## src/pog_pkg.sv

```systemverilog
// Shared constants for the PWM output gate, shadow latch and balance steering block.
// Assumes register indices are 16-bit; the byte address on the bus is four times the index.
package pog_pkg;

    localparam int N_OUT = 8;
    localparam int TIME_W = 12;
    localparam int MOD_W = 8;
    localparam int CS_W = 12;
    localparam int AXI_ADDR_W = 18;
    localparam int IDX_W = 16;

    // Edge time resolution
    localparam int EDGE_LSB_PS = 5000;

    // Register indices
    localparam logic [15:0] IDX_FREQ_FIRST = 16'hFE0A;
    localparam logic [15:0] IDX_FREQ_LAST = 16'hFE0C;
    localparam logic [15:0] IDX_VREF_FIRST = 16'hFE22;
    localparam logic [15:0] IDX_VREF_LAST = 16'hFE25;
    localparam logic [15:0] IDX_EDGE_FIRST = 16'hFE40;
    localparam logic [15:0] IDX_EDGE_LAST = 16'hFE5F;
    localparam logic [15:0] IDX_OUT_DISABLE = 16'hFE60;
    localparam logic [15:0] IDX_GO_CMD = 16'hFE61;
    localparam logic [15:0] IDX_STEER_12 = 16'hFE62;
    localparam logic [15:0] IDX_STEER_34 = 16'hFE63;
    localparam logic [15:0] IDX_STEER_5TO8 = 16'hFE64;
    localparam logic [15:0] IDX_BAL_MODE = 16'hFE70;
    localparam logic [15:0] IDX_BAL_VALUE = 16'hFE71;

    // Command register fields
    localparam int GO_FREQ_BIT = 3;
    localparam int GO_PWM_BIT = 2;
    localparam int GO_VREF_B_BIT = 1;
    localparam int GO_VREF_A_BIT = 0;
    localparam int GO_W = 4;

    // Steering field positions within a two-output byte
    localparam int STEER_HI_RISE_EN = 7;
    localparam int STEER_HI_RISE_DIR = 6;
    localparam int STEER_HI_FALL_EN = 5;
    localparam int STEER_HI_FALL_DIR = 4;
    localparam int STEER_LO_RISE_EN = 3;
    localparam int STEER_LO_RISE_DIR = 2;
    localparam int STEER_LO_FALL_EN = 1;
    localparam int STEER_LO_FALL_DIR = 0;

    // Edge block layout: rise MSBs, fall MSBs, LSB nibbles, settings
    localparam int EDGE_RISE_MSB_OFS = 0;
    localparam int EDGE_FALL_MSB_OFS = 1;
    localparam int EDGE_LSB_OFS = 2;
    localparam int EDGE_SET_OFS = 3;
    localparam int EDGE_STRIDE = 4;

    // Reset values
    localparam logic [7:0] RST_BYTE = 8'h00;
    localparam logic [GO_W-1:0] RST_GO = 4'h0;
    localparam logic [1:0] RST_BAL_MODE = 2'h0;

    // Balance modes
    typedef enum logic [1:0] {
        POG_BAL_OFF,
        POG_BAL_VOLT_SECOND,
        POG_BAL_CURRENT,
        POG_BAL_RSVD
    } pog_bal_mode_t;

    // Bus responses
    localparam logic [1:0] RESP_OKAY = 2'h0;
    localparam logic [1:0] RESP_SLVERR = 2'h2;

endpackage

```

## src/pog_edge_if.sv

```systemverilog
// Carrier between the register core and one per-output edge offset stage.
// Assumes one instance per PWM output, all on the core clock.
`timescale 1ns/1ps
interface pog_edge_if #(parameter int TIME_W = 12, parameter int MOD_W = 8);
    logic [TIME_W-1:0] base_rise;
    logic [TIME_W-1:0] base_fall;
    logic rise_en;
    logic rise_neg;
    logic fall_en;
    logic fall_neg;
    logic signed [MOD_W-1:0] mod;
    logic [TIME_W-1:0] rise_time;
    logic [TIME_W-1:0] fall_time;
    modport ctrl (output base_rise, base_fall, rise_en, rise_neg, fall_en, fall_neg, mod,
        input rise_time, fall_time);
    modport calc (input base_rise, base_fall, rise_en, rise_neg, fall_en, fall_neg, mod,
        output rise_time, fall_time);
endinterface

```

## src/pog_edge_mod.sv

```systemverilog
// Per-output edge offset stage: adds or subtracts the signed balance term on one rising and one falling edge.
// Assumes inputs are stable core-clock signals; result is registered and clamped to the time range.
`timescale 1ns/1ps
module pog_edge_mod
    import pog_pkg::*;
#(
    parameter int TIME_W = pog_pkg::TIME_W,
    parameter int MOD_W = pog_pkg::MOD_W
)
(
    // Clock and reset
    input wire logic aclk,
    input wire logic aresetn,
    // Edge settings and result
    pog_edge_if.calc eif
);

    localparam int SUM_W = TIME_W + 2;
    localparam logic signed [SUM_W-1:0] TIME_MAX = SUM_W'((1 << TIME_W) - 1);

    // Clamping avoids a wrap that would throw an edge across the whole period
    function automatic logic [TIME_W-1:0] offset_edge(input logic [TIME_W-1:0] base, input logic en,
        input logic neg, input logic signed [MOD_W-1:0] mod);
        logic signed [SUM_W-1:0] sum;
        logic signed [SUM_W-1:0] term;
        sum = signed'({2'b00, base});
        term = {{(SUM_W - MOD_W){mod[MOD_W-1]}}, mod};
        if (en)
        begin
            sum = neg ? sum - term : sum + term;
        end
        if (sum < 0)
        begin
            sum = '0;
        end
        else if (sum > TIME_MAX)
        begin
            sum = TIME_MAX;
        end
        return sum[TIME_W-1:0];
    endfunction

    always_ff @(posedge aclk)
    begin
        if (!aresetn)
        begin
            eif.rise_time <= '0;
            eif.fall_time <= '0;
        end
        else
        begin
            eif.rise_time <= offset_edge(eif.base_rise, eif.rise_en, eif.rise_neg, eif.mod);
            eif.fall_time <= offset_edge(eif.base_fall, eif.fall_en, eif.fall_neg, eif.mod);
        end
    end

endmodule

```

## src/pog_top.sv

```systemverilog
// PWM output gating, GO-strobed shadow latches and balance steering, with an AXI4-Lite register port.
// Assumes raw PWM, current-sense values and the balance tick come from logic on aclk.
//
// Notes on behaviour
// - Eight disable bits, one per output.
// - Frequency GO copies frequency staging to shadow.
// - PWM GO copies edge staging to shadow.
// - Channel B GO copies its reference staging.
// - Channel A GO copies its reference staging.
// - Volt-second mode: larger first-half sense increases modulation.
// - Current mode: any larger phase-A sense increases modulation.
// - Outputs 1-2 have rising and falling enables.
// - Direction bit below enable: 1 means earlier.
// - Outputs 3-4 use the same enable layout.
// - Outputs 5-8 have enable bits only.
// - Outputs 5,7 move later; 6,8 earlier.
// - Edge times are 12 bits, 5 ns steps.
`timescale 1ns/1ps
module pog_top
    import pog_pkg::*;
#(
    parameter int N_OUT = pog_pkg::N_OUT,
    parameter int TIME_W = pog_pkg::TIME_W,
    parameter int MOD_W = pog_pkg::MOD_W,
    parameter int CS_W = pog_pkg::CS_W
)
(
    // Clock and reset
    input wire logic aclk,
    input wire logic aresetn,
    // AXI4-Lite write channels
    input wire logic [pog_pkg::AXI_ADDR_W-1:0] s_axi_awaddr,
    input wire logic s_axi_awvalid,
    output logic s_axi_awready,
    input wire logic [31:0] s_axi_wdata,
    input wire logic [3:0] s_axi_wstrb,
    input wire logic s_axi_wvalid,
    output logic s_axi_wready,
    output logic [1:0] s_axi_bresp,
    output logic s_axi_bvalid,
    input wire logic s_axi_bready,
    // AXI4-Lite read channels
    input wire logic [pog_pkg::AXI_ADDR_W-1:0] s_axi_araddr,
    input wire logic s_axi_arvalid,
    output logic s_axi_arready,
    output logic [31:0] s_axi_rdata,
    output logic [1:0] s_axi_rresp,
    output logic s_axi_rvalid,
    input wire logic s_axi_rready,
    // Raw edge generator outputs
    input wire logic [N_OUT-1:0] pwm_raw,
    // Balance sense inputs
    input wire logic balance_tick,
    input wire logic [CS_W-1:0] cs_after_pwm_output_1_rise,
    input wire logic [CS_W-1:0] cs_after_pwm_output_2_rise,
    input wire logic [CS_W-1:0] phase_a_current_sense_one,
    input wire logic [CS_W-1:0] phase_a_current_sense_two,
    input wire logic [CS_W-1:0] phase_b_current_sense_one,
    input wire logic [CS_W-1:0] phase_b_current_sense_two,
    // Gated PWM pins
    output logic pwm_output_1,
    output logic pwm_output_2,
    output logic pwm_output_3,
    output logic pwm_output_4,
    output logic pwm_output_5,
    output logic pwm_output_6,
    output logic pwm_output_7,
    output logic pwm_output_8,
    // Working shadow values
    output logic [N_OUT*TIME_W-1:0] rising_edge_time,
    output logic [N_OUT*TIME_W-1:0] falling_edge_time,
    output logic [N_OUT*8-1:0] output_settings_shadow,
    output logic [23:0] freq_shadow,
    output logic [15:0] channel_a_voltage_sense_ref,
    output logic [15:0] channel_b_voltage_sense_ref,
    output logic signed [MOD_W-1:0] balance_mod
);

    localparam int N_FREQ = 3;
    localparam int N_VREF = 4;
    localparam int N_EDGE = 32;
    localparam logic signed [MOD_W-1:0] MOD_MAX = {1'b0, {(MOD_W-1){1'b1}}};
    localparam logic signed [MOD_W-1:0] MOD_MIN = {1'b1, {(MOD_W-1){1'b0}}};

    ////////////////////////////////////////////////////////////////////////////
    // Bus handshake

    logic aw_held_ff, w_held_ff, w_lane0_ff;
    logic [IDX_W-1:0] aw_idx_ff, ar_idx;
    logic [7:0] w_byte_ff, rd_byte;
    logic wr_fire, wr_hit, rd_hit, wr_ok;

    assign s_axi_awready = !aw_held_ff;
    assign s_axi_wready = !w_held_ff;
    assign s_axi_arready = !s_axi_rvalid;
    // Commit once both halves are held and the previous response is gone
    assign wr_fire = aw_held_ff && w_held_ff && !s_axi_bvalid;
    assign ar_idx = s_axi_araddr[AXI_ADDR_W-1:2];

    always_ff @(posedge aclk)
    begin
        if (!aresetn)
        begin
            aw_held_ff <= 1'b0;
            aw_idx_ff <= '0;
        end
        else if (s_axi_awvalid && s_axi_awready)
        begin
            aw_held_ff <= 1'b1;
            aw_idx_ff <= s_axi_awaddr[AXI_ADDR_W-1:2];
        end
        else if (wr_fire)
            aw_held_ff <= 1'b0;
    end
    always_ff @(posedge aclk)
    begin
        if (!aresetn)
        begin
            w_held_ff <= 1'b0;
            w_byte_ff <= RST_BYTE;
            w_lane0_ff <= 1'b0;
        end
        else if (s_axi_wvalid && s_axi_wready)
        begin
            w_held_ff <= 1'b1;
            w_byte_ff <= s_axi_wdata[7:0];
            w_lane0_ff <= s_axi_wstrb[0];
        end
        else if (wr_fire)
            w_held_ff <= 1'b0;
    end
    always_ff @(posedge aclk)
    begin
        if (!aresetn)
        begin
            s_axi_bvalid <= 1'b0;
            s_axi_bresp <= RESP_OKAY;
        end
        else if (wr_fire)
        begin
            s_axi_bvalid <= 1'b1;
            s_axi_bresp <= wr_hit ? RESP_OKAY : RESP_SLVERR;
        end
        else if (s_axi_bready)
            s_axi_bvalid <= 1'b0;
    end
    ////////////////////////////////////////////////////////////////////////////
    // Staging, control and shadow storage

    logic [7:0] freq_stage_ff [N_FREQ], freq_sh_ff [N_FREQ];
    logic [7:0] vref_stage_ff [N_VREF], vref_sh_ff [N_VREF];
    logic [7:0] edge_stage_ff [N_EDGE], edge_sh_ff [N_EDGE];
    logic [7:0] disable_ff, steer12_ff, steer34_ff, steer58_ff;
    logic [GO_W-1:0] go_ff, go_pulse;
    pog_bal_mode_t bal_mode_ff;

    assign wr_ok = wr_fire && w_lane0_ff;
    assign wr_hit = (aw_idx_ff >= IDX_FREQ_FIRST && aw_idx_ff <= IDX_FREQ_LAST)
        || (aw_idx_ff >= IDX_VREF_FIRST && aw_idx_ff <= IDX_VREF_LAST)
        || (aw_idx_ff >= IDX_EDGE_FIRST && aw_idx_ff <= IDX_EDGE_LAST)
        || (aw_idx_ff >= IDX_OUT_DISABLE && aw_idx_ff <= IDX_STEER_5TO8)
        || aw_idx_ff == IDX_BAL_MODE || aw_idx_ff == IDX_BAL_VALUE;
    assign go_pulse = (wr_ok && aw_idx_ff == IDX_GO_CMD) ? w_byte_ff[GO_W-1:0] : RST_GO;

    // Staging only; nothing downstream reads these directly
    always_ff @(posedge aclk)
    begin
        if (!aresetn)
        begin
            freq_stage_ff <= '{default: RST_BYTE};
            vref_stage_ff <= '{default: RST_BYTE};
            edge_stage_ff <= '{default: RST_BYTE};
        end
        else if (wr_ok)
        begin
            if (aw_idx_ff >= IDX_FREQ_FIRST && aw_idx_ff <= IDX_FREQ_LAST)
                freq_stage_ff[2'(aw_idx_ff - IDX_FREQ_FIRST)] <= w_byte_ff;
            else if (aw_idx_ff >= IDX_VREF_FIRST && aw_idx_ff <= IDX_VREF_LAST)
                vref_stage_ff[2'(aw_idx_ff - IDX_VREF_FIRST)] <= w_byte_ff;
            else if (aw_idx_ff >= IDX_EDGE_FIRST && aw_idx_ff <= IDX_EDGE_LAST)
                edge_stage_ff[5'(aw_idx_ff - IDX_EDGE_FIRST)] <= w_byte_ff;
        end
    end
    always_ff @(posedge aclk)
    begin
        if (!aresetn)
        begin
            disable_ff <= RST_BYTE;
            go_ff <= RST_GO;
            steer12_ff <= RST_BYTE;
            steer34_ff <= RST_BYTE;
            steer58_ff <= RST_BYTE;
            bal_mode_ff <= pog_bal_mode_t'(RST_BAL_MODE);
        end
        else if (wr_ok)
        begin
            if (aw_idx_ff == IDX_OUT_DISABLE)
                disable_ff <= w_byte_ff;
            else if (aw_idx_ff == IDX_GO_CMD)
                go_ff <= w_byte_ff[GO_W-1:0];
            else if (aw_idx_ff == IDX_STEER_12)
                steer12_ff <= w_byte_ff;
            else if (aw_idx_ff == IDX_STEER_34)
                steer34_ff <= w_byte_ff;
            else if (aw_idx_ff == IDX_STEER_5TO8)
                steer58_ff <= w_byte_ff;
            else if (aw_idx_ff == IDX_BAL_MODE)
                bal_mode_ff <= pog_bal_mode_t'(w_byte_ff[1:0]);
        end
    end

    // Each group moves only on its own command bit
    always_ff @(posedge aclk)
    begin
        if (!aresetn)
        begin
            freq_sh_ff <= '{default: RST_BYTE};
            vref_sh_ff <= '{default: RST_BYTE};
            edge_sh_ff <= '{default: RST_BYTE};
        end
        else
        begin
            if (go_pulse[GO_FREQ_BIT])
                freq_sh_ff <= freq_stage_ff;
            if (go_pulse[GO_PWM_BIT])
                edge_sh_ff <= edge_stage_ff;
            if (go_pulse[GO_VREF_B_BIT])
                {vref_sh_ff[1], vref_sh_ff[3]} <= {vref_stage_ff[1], vref_stage_ff[3]};
            if (go_pulse[GO_VREF_A_BIT])
                {vref_sh_ff[0], vref_sh_ff[2]} <= {vref_stage_ff[0], vref_stage_ff[2]};
        end
    end
    assign freq_shadow = {freq_sh_ff[2], freq_sh_ff[1], freq_sh_ff[0]};
    assign channel_a_voltage_sense_ref = {vref_sh_ff[2], vref_sh_ff[0]};
    assign channel_b_voltage_sense_ref = {vref_sh_ff[3], vref_sh_ff[1]};

    ////////////////////////////////////////////////////////////////////////////
    // Balance modulation integrator

    logic mod_up, mod_down;

    assign mod_up = (bal_mode_ff == POG_BAL_VOLT_SECOND && cs_after_pwm_output_1_rise > cs_after_pwm_output_2_rise)
        || (bal_mode_ff == POG_BAL_CURRENT && (phase_a_current_sense_one > phase_b_current_sense_one
        || phase_a_current_sense_two > phase_b_current_sense_two));
    assign mod_down = (bal_mode_ff == POG_BAL_VOLT_SECOND && cs_after_pwm_output_1_rise < cs_after_pwm_output_2_rise)
        || (bal_mode_ff == POG_BAL_CURRENT && (phase_a_current_sense_one < phase_b_current_sense_one
        || phase_a_current_sense_two < phase_b_current_sense_two));

    // Saturating so a long imbalance cannot wrap the sign
    always_ff @(posedge aclk)
    begin
        if (!aresetn || bal_mode_ff == POG_BAL_OFF || bal_mode_ff == POG_BAL_RSVD)
            balance_mod <= '0;
        else if (balance_tick && mod_up && balance_mod != MOD_MAX)
            balance_mod <= balance_mod + MOD_W'(1);
        else if (balance_tick && !mod_up && mod_down && balance_mod != MOD_MIN)
            balance_mod <= balance_mod - MOD_W'(1);
    end

    ////////////////////////////////////////////////////////////////////////////
    // Per-output edge steering

    logic [2*N_OUT-1:0] edge_en;
    logic [2*N_OUT-1:0] edge_neg;

    // Pairs {rise, fall} per output; outputs 5 to 8 have fixed signs
    assign edge_en[3:0] = {steer12_ff[STEER_LO_RISE_EN], steer12_ff[STEER_LO_FALL_EN],
        steer12_ff[STEER_HI_RISE_EN], steer12_ff[STEER_HI_FALL_EN]};
    assign edge_neg[3:0] = {steer12_ff[STEER_LO_RISE_DIR], steer12_ff[STEER_LO_FALL_DIR],
        steer12_ff[STEER_HI_RISE_DIR], steer12_ff[STEER_HI_FALL_DIR]};
    assign edge_en[7:4] = {steer34_ff[STEER_LO_RISE_EN], steer34_ff[STEER_LO_FALL_EN],
        steer34_ff[STEER_HI_RISE_EN], steer34_ff[STEER_HI_FALL_EN]};
    assign edge_neg[7:4] = {steer34_ff[STEER_LO_RISE_DIR], steer34_ff[STEER_LO_FALL_DIR],
        steer34_ff[STEER_HI_RISE_DIR], steer34_ff[STEER_HI_FALL_DIR]};
    assign edge_en[15:8] = steer58_ff;
    assign edge_neg[15:8] = 8'hCC;

    pog_edge_if #(.TIME_W(TIME_W), .MOD_W(MOD_W)) eif [N_OUT] ();

    genvar g;
    generate
        for (g = 0; g < N_OUT; g++)
        begin : g_out
            localparam int B = g * EDGE_STRIDE;
            // Slot order in edge_en: pwm_output_1 at [3:2], pwm_output_2 at [1:0], pwm_output_3 [7:6], pwm_output_4 [5:4]...
            localparam int S = (g < 4) ? ((g % 2 == 0) ? 2 * g + 2 : 2 * g - 2) : 2 * g;
            assign eif[g].base_rise = {edge_sh_ff[B + EDGE_RISE_MSB_OFS], edge_sh_ff[B + EDGE_LSB_OFS][7:4]};
            assign eif[g].base_fall = {edge_sh_ff[B + EDGE_FALL_MSB_OFS], edge_sh_ff[B + EDGE_LSB_OFS][3:0]};
            assign eif[g].rise_en = edge_en[S + 1];
            assign eif[g].rise_neg = edge_neg[S + 1];
            assign eif[g].fall_en = edge_en[S];
            assign eif[g].fall_neg = edge_neg[S];
            assign eif[g].mod = balance_mod;
            assign rising_edge_time[g*TIME_W +: TIME_W] = eif[g].rise_time;
            assign falling_edge_time[g*TIME_W +: TIME_W] = eif[g].fall_time;
            assign output_settings_shadow[g*8 +: 8] = edge_sh_ff[B + EDGE_SET_OFS];
            pog_edge_mod #(.TIME_W(TIME_W), .MOD_W(MOD_W)) u_edge (
                .aclk(aclk),
                .aresetn(aresetn),
                .eif(eif[g])
            );
        end
    endgenerate

    ////////////////////////////////////////////////////////////////////////////
    // Output gating

    logic [N_OUT-1:0] pwm_gated_ff;

    always_ff @(posedge aclk)
    begin
        if (!aresetn)
            pwm_gated_ff <= '0;
        else
            pwm_gated_ff <= pwm_raw & ~disable_ff[N_OUT-1:0];
    end
    assign {pwm_output_8, pwm_output_7, pwm_output_6, pwm_output_5,
        pwm_output_4, pwm_output_3, pwm_output_2, pwm_output_1} = pwm_gated_ff;

    ////////////////////////////////////////////////////////////////////////////
    // Read path

    always_comb
    begin
        rd_hit = 1'b1;
        rd_byte = RST_BYTE;
        if (ar_idx >= IDX_FREQ_FIRST && ar_idx <= IDX_FREQ_LAST)
            rd_byte = freq_stage_ff[2'(ar_idx - IDX_FREQ_FIRST)];
        else if (ar_idx >= IDX_VREF_FIRST && ar_idx <= IDX_VREF_LAST)
            rd_byte = vref_stage_ff[2'(ar_idx - IDX_VREF_FIRST)];
        else if (ar_idx >= IDX_EDGE_FIRST && ar_idx <= IDX_EDGE_LAST)
            rd_byte = edge_stage_ff[5'(ar_idx - IDX_EDGE_FIRST)];
        else if (ar_idx == IDX_OUT_DISABLE)
            rd_byte = disable_ff;
        else if (ar_idx == IDX_GO_CMD)
            rd_byte = {4'h0, go_ff};
        else if (ar_idx == IDX_STEER_12)
            rd_byte = steer12_ff;
        else if (ar_idx == IDX_STEER_34)
            rd_byte = steer34_ff;
        else if (ar_idx == IDX_STEER_5TO8)
            rd_byte = steer58_ff;
        else if (ar_idx == IDX_BAL_MODE)
            rd_byte = {6'h00, bal_mode_ff};
        else if (ar_idx == IDX_BAL_VALUE)
            rd_byte = 8'(balance_mod);
        else
            rd_hit = 1'b0;
    end

    always_ff @(posedge aclk)
    begin
        if (!aresetn)
        begin
            s_axi_rvalid <= 1'b0;
            s_axi_rdata <= 32'h0000_0000;
            s_axi_rresp <= RESP_OKAY;
        end
        else if (s_axi_arvalid && s_axi_arready)
        begin
            s_axi_rvalid <= 1'b1;
            s_axi_rdata <= {24'h00_0000, rd_byte};
            s_axi_rresp <= rd_hit ? RESP_OKAY : RESP_SLVERR;
        end
        else if (s_axi_rready)
            s_axi_rvalid <= 1'b0;
    end

endmodule

```

## config.mk

```make
export PLATFORM = sky130hd
export DESIGN_NAME = pog_top
export DESIGN_NICKNAME = d
export VERILOG_FILES = /design/src/pog_pkg.sv /design/src/pog_edge_if.sv /design/src/pog_edge_mod.sv /design/src/pog_top.sv
export SDC_FILE = /design/constraint.sdc
export NUM_CORES = 2
export LEC_CHECK = 0
export BUFFER_PORTS_ARGS = -buffer_cell sky130_fd_sc_hd__buf_2
export CORE_UTILIZATION = 64
export CTS_CLUSTER_SIZE = 8
export DETAILED_ROUTE_END_ITERATION = 7
export HOLD_SLACK_MARGIN = 0.06
export PLACE_DENSITY_LB_ADDON = 0.25
export SLEW_MARGIN = 0
export SYNTH_ARGS = -nofsm -noshare
export SYNTH_HDL_FRONTEND = slang
export SYNTH_SLANG_ARGS = --single-unit
```

## constraint.sdc

```tcl
create_clock -name aclk -period 9.5 [get_ports aclk]
set_input_delay 0 -clock aclk [delete_from_list [all_inputs] [get_ports aclk]]
set_output_delay 0 -clock aclk [all_outputs]
set_load 0.02 [all_outputs]
```

==> results.md <==
Timing:
- The max-slew violation count is 0.
- The worst slew slack as a fraction of its limit is 0.108.
- Adding up every negative setup slack in the final design gives 0 ns.
- The hold violation total from the final report is 0.
- Timing would allow up to ~160 MHz.
- On the final layout, the worst clock skew is 0.0294 ns.
- The final cycle utilization of the critical path is 0.658.
- The final-layout worst hold slack is 0.106 ns.
- For the pin with the worst max-slew slack, the measured transition is about 1.3 ns.
- Setup violations remaining at the end of the flow were counted as 0.
- Setup repair after global routing left no endpoint under its margin.
- The worst path in the final design needs a cycle of approximately 6.3 ns, including I/O delays and setup.

Yosys:
- The post-synthesis cell count is 5629.
- The synthesized design contains 909 register bits.
- The count of unique library cells instantiated by Yosys is 84.
- The most common flop cell mapped by yosys is sky130_fd_sc_hd__dfxtp_1.
- The mean instance size in the synthesized netlist is 8.60 um2.
- After synthesis, the share of flip-flops with an asynchronous set or reset is 0.
- The number of synthesis warnings is 0.
- Sorting the synthesized cells by area gives the leading types as sky130_fd_sc_hd__dfxtp_1 38%, sky130_fd_sc_hd__a21boi_0 8.5%, sky130_fd_sc_hd__nand2_1 8.3%.
- The share of synthesized area in the top cell type comes to 0.376.
- The cell area after technology mapping is 48400 um2.
- The biggest area contributor in the post-synthesis netlist is sky130_fd_sc_hd__dfxtp_1.
- The share of the Yosys chip area taken by registers is 0.376.
- The number of synthesized flops with an enable pin is 0.

Power and ir drop:
- The largest voltage drop on the vdd net is 0.000147 V.
- Dividing total power by cell area gives a power density of 155 nW/um2.
- Summed over all cells, the static leakage comes to around 21 nW.
- The post-route total power is 0.00846 W.

Worst setup path:
- Of all nets on the critical path, the largest fanout is 12.
- Walking the worst path, the cells encountered are inv_1 -> ha_1 -> nor3b_4 -> and2_1 -> nor2_1 -> xnor2_1 -> ha_1 -> or3_1 -> o311a_1 -> o21ai_1 -> a21boi_0 -> o21a_1 -> o221ai_1 -> a311oi_1.
- The data arrival time of the critical path is 6.79 ns.
- For this run, the slowest stage of the critical path takes 0.88 ns.
- The source of the worst register-to-register timing path is balance_mod[1].
- For the worst setup path, the data required time is around 10 ns.
- In this run the worst setup path begins at balance_mod[1].
- The number of cell instances on the worst register-to-register path is 14.
- The capture point of the worst path is g_out[3].u_edge.eif.fall_time[7].
- The critical path class is flip-flop to flip-flop.
- The flop-to-flop setup slack is roughly 3.2 ns.
- The endpoint class of the critical path is a flip-flop.
- The worst setup path is launched from a flip-flop.
- The most common cell type on the critical path is sky130_fd_sc_hd__ha_1.
- The largest individual stage delay along the critical path comes from the cell sky130_fd_sc_hd__ha_1.
- The end of the worst register-to-register path is g_out[3].u_edge.eif.fall_time[7].

Floorplan:
- The initial utilization of the core area, before any placement, comes to 0.648.
- In this run the count of I/O pins placed on the die edge is 529.
- Row generation in the floorplan step produced 100 rows.
- The full die area is between 70000 and 80000 um2.
- The core region is 74700 um2.
- The floorplan step set the die width to 277 um.
- Measured along the y axis, the die boundary spans 277 um.

Layout:
- Of the cells placed in the final design, the portion with a size suffix greater than 1 is 0.142.
- The most frequent standard cell in the layout excluding fill and tap cells is sky130_fd_sc_hd__nand2_1.
- The count of nets after finishing is 6335.
- In the final layout, the multi-input gates occupy 27600 um2.
- Compared with the post-synthesis result, the final layout area differs by 13.0%.
- Leaving out fill and tap cells, the most frequent cells in the layout are 1071 x sky130_fd_sc_hd__nand2_1, 900 x sky130_fd_sc_hd__dfxtp_1, 550 x sky130_fd_sc_hd__a21boi_0.
- Fill cells in the final layout number 5566.
- Measured on the finished design, the core utilization comes to 0.732.
- Across the whole layout, storage elements account for 18200 um2.

CTS:
- The count of cells resized by post-cts repair is 0.
- Counting the buffers created by CTS gives 132.
- The clock tree from TritonCTS is yes.
- In this run the post-CTS setup repair buffer count came out at 0.
- The CTS clock-pin slew for the worst setup and hold paths is around 0.050 ns.
- For this design, the sink count on the clock tree is 909.
- After clock tree synthesis, the flow added hold-fix buffers numbering 66.
- The H-tree generated during clock tree synthesis spans 4 levels.
- The later-pin clock latency in the skew report is 0.74 ns.
- The largest buffer count on any clock path is 3.
- The root buffer selected by CTS is sky130_fd_sc_hd__clkbuf_16.

Drt:
- The first detailed-routing pass ran for 6 iterations.
- The iteration-0 DRC count of the detailed router is approximately 5k.
- Using the TritonRoute via totals, the vias-per-cell ratio works out to 6.27.
- In this run the remaining antenna-violating nets after routing total 0.
- Summed over all layers, the routed wires come to ~150000 um.
- The per-cell routed wire length is 22.3 um.
- The detailed router placed 43.3k vias in this run.
- In the routed design, unresolved DRC markers number 0.

Place:
- Routability-driven placement finished with a final weighted congestion of 0.940.
- Once detailed placement completed, the half-perimeter wirelength came to 104000 um.
- The count of buffers added on input and output ports is between 400 and 500.

GRT:
- Entering global routing, the biggest net connects 243 pins.
- The first global-routing pass estimated 232000 um of wire.
- The initial antenna violation count is 8.
- The via count of the first global-routing pass is 40.7k.
- The total overflow left after global routing is 0.
- The global-route total usage across every layer is 0.387.

Flow run:
- The number of max-cap violations is 0.

Hold path:
- Counting instances, the worst hold path has a depth of 4.
- The worst hold path class is input port to flip-flop.

Outcome:
- The flow ran to the end, and the final reports show no timing, DRC or antenna violations.
-- kinds of logic (layout without fill, tap and decap cells) --
group / after synthesis / count (layout) / share of synthesized area
AO/OA/AOI/OAI: 1417 / 1417 / 0.199
XOR/XNOR: 200 / 200 / 0.0362
adder cells (fa/ha/maj): 261 / 261 / 0.0701
buffers and inverters: 606 / 884 / 0.0566
flip-flops: 909 / 909 / 0.376
multiplexers: 294 / 294 / 0.0837
other: 1 / 27 / 0.0000775
AND/OR/NAND/NOR: 1941 / 1941 / 0.178
-- sequential cells by signal (all words and copies together), names as in the netlist, 24 cells and up --
| signal | flops |
|---|---|
| edge_stage_ff | 256 |
| edge_sh_ff | 192 |
| g_out.u_edge.eif.fall_time | 96 |
| g_out.u_edge.eif.rise_time | 96 |
| output_settings_shadow | 64 |
| vref_stage_ff | 32 |
| freq_shadow | 24 |
| freq_stage_ff | 24 |
-- how the worst min path moves through the flow --
stage	startpoint	end
6_report	pwm_raw[4]	pwm_gated_ff[4]
5_1_grt	pwm_raw[4]	pwm_gated_ff[4]
4_1_cts	s_axi_awvalid	aw_held_ff
3_5_place_dp	pwm_raw[1]	pwm_gated_ff[1]
3_3_place_gp	pwm_raw[1]	pwm_gated_ff[1]
2_1_floorplan	pwm_raw[1]	pwm_gated_ff[1]
-- area by class of cell --
class | count | share of cell area
diodes | 1 | 0.0000458
flip-flops and latches | 909 | 0.333
clock inverters | 14 | 0.00435
well taps | 969 | 0.0222
repair buffers | 597 | 0.0643
clock buffers | 138 | 0.0620
inverters | 135 | 0.00926
multi-input cells | 4139 | 0.505
-- report_power, final --
part | total, W | leakage [nW] | internal [W] | switching [W]
sequential | 0.00385 | 7.33 | 0.00383 | 0.0000154
clock | 0.00425 | 1.77 | 0.00253 | 0.00172
combinational | 0.000365 | 11.7 | 0.000136 | 0.000229
-- stage by stage --
step / area (um2) / std cells / worst slack (ns)
floorplan: 48500 / 5654 / 5.19
global placement: 50400 / 6682 / 3.57
detailed placement: 50400 / 6682 / 3.47
CTS: 54700 / 6900 / 3.43
global route: 54700 / 6902 / 3.12
finish: 54700 / 6902 / 3.25
-- worst max-delay path, delay by kind of cell, from the launching register on --
family,cells,cell delay [ns]
AOI/OAI and AO/OA,6,1.76
xor gates and xnor gates,1,0.17
adders and majority gates,2,1.10
buffers and inverters,1,0.56
DFF,1,0.31
and+or+nand+nor,4,2.16
-- cell usage after synthesis, drive strengths merged (9+ instances only) --
cell type,instances
mux2i,199
inv,134
nand3b,13
o22ai,14
a311oi,56
fa,17
a21oi,241
o31ai,10
or3,18
nor3,44
o221a,14
and4,10
o2111ai,10
nand4,18
xnor2,126
nor2,271
a31oi,15
a21boi,550
a211oi,35
o21ai,262
nand2b,30
a21o,39
o21a,70
mux4,88
nand3,206
nor2b,202
dfxtp,909
clkbuf,284
nand2,1071
and3,10
o211ai,28
nor4,11
and2,9
ha,244
a211o,15
xor2,74
buf,187
-- layer usage --
metal	global-route usage	routed length, um	vias up
li1	-	-	19953
met1	0.505	61500	20396
met2	0.597	67900	2442
met3	0.0874	16200	461
met4	0.208	8220	10
met5	0	71	-
Power figures use the tool's default switching activity.
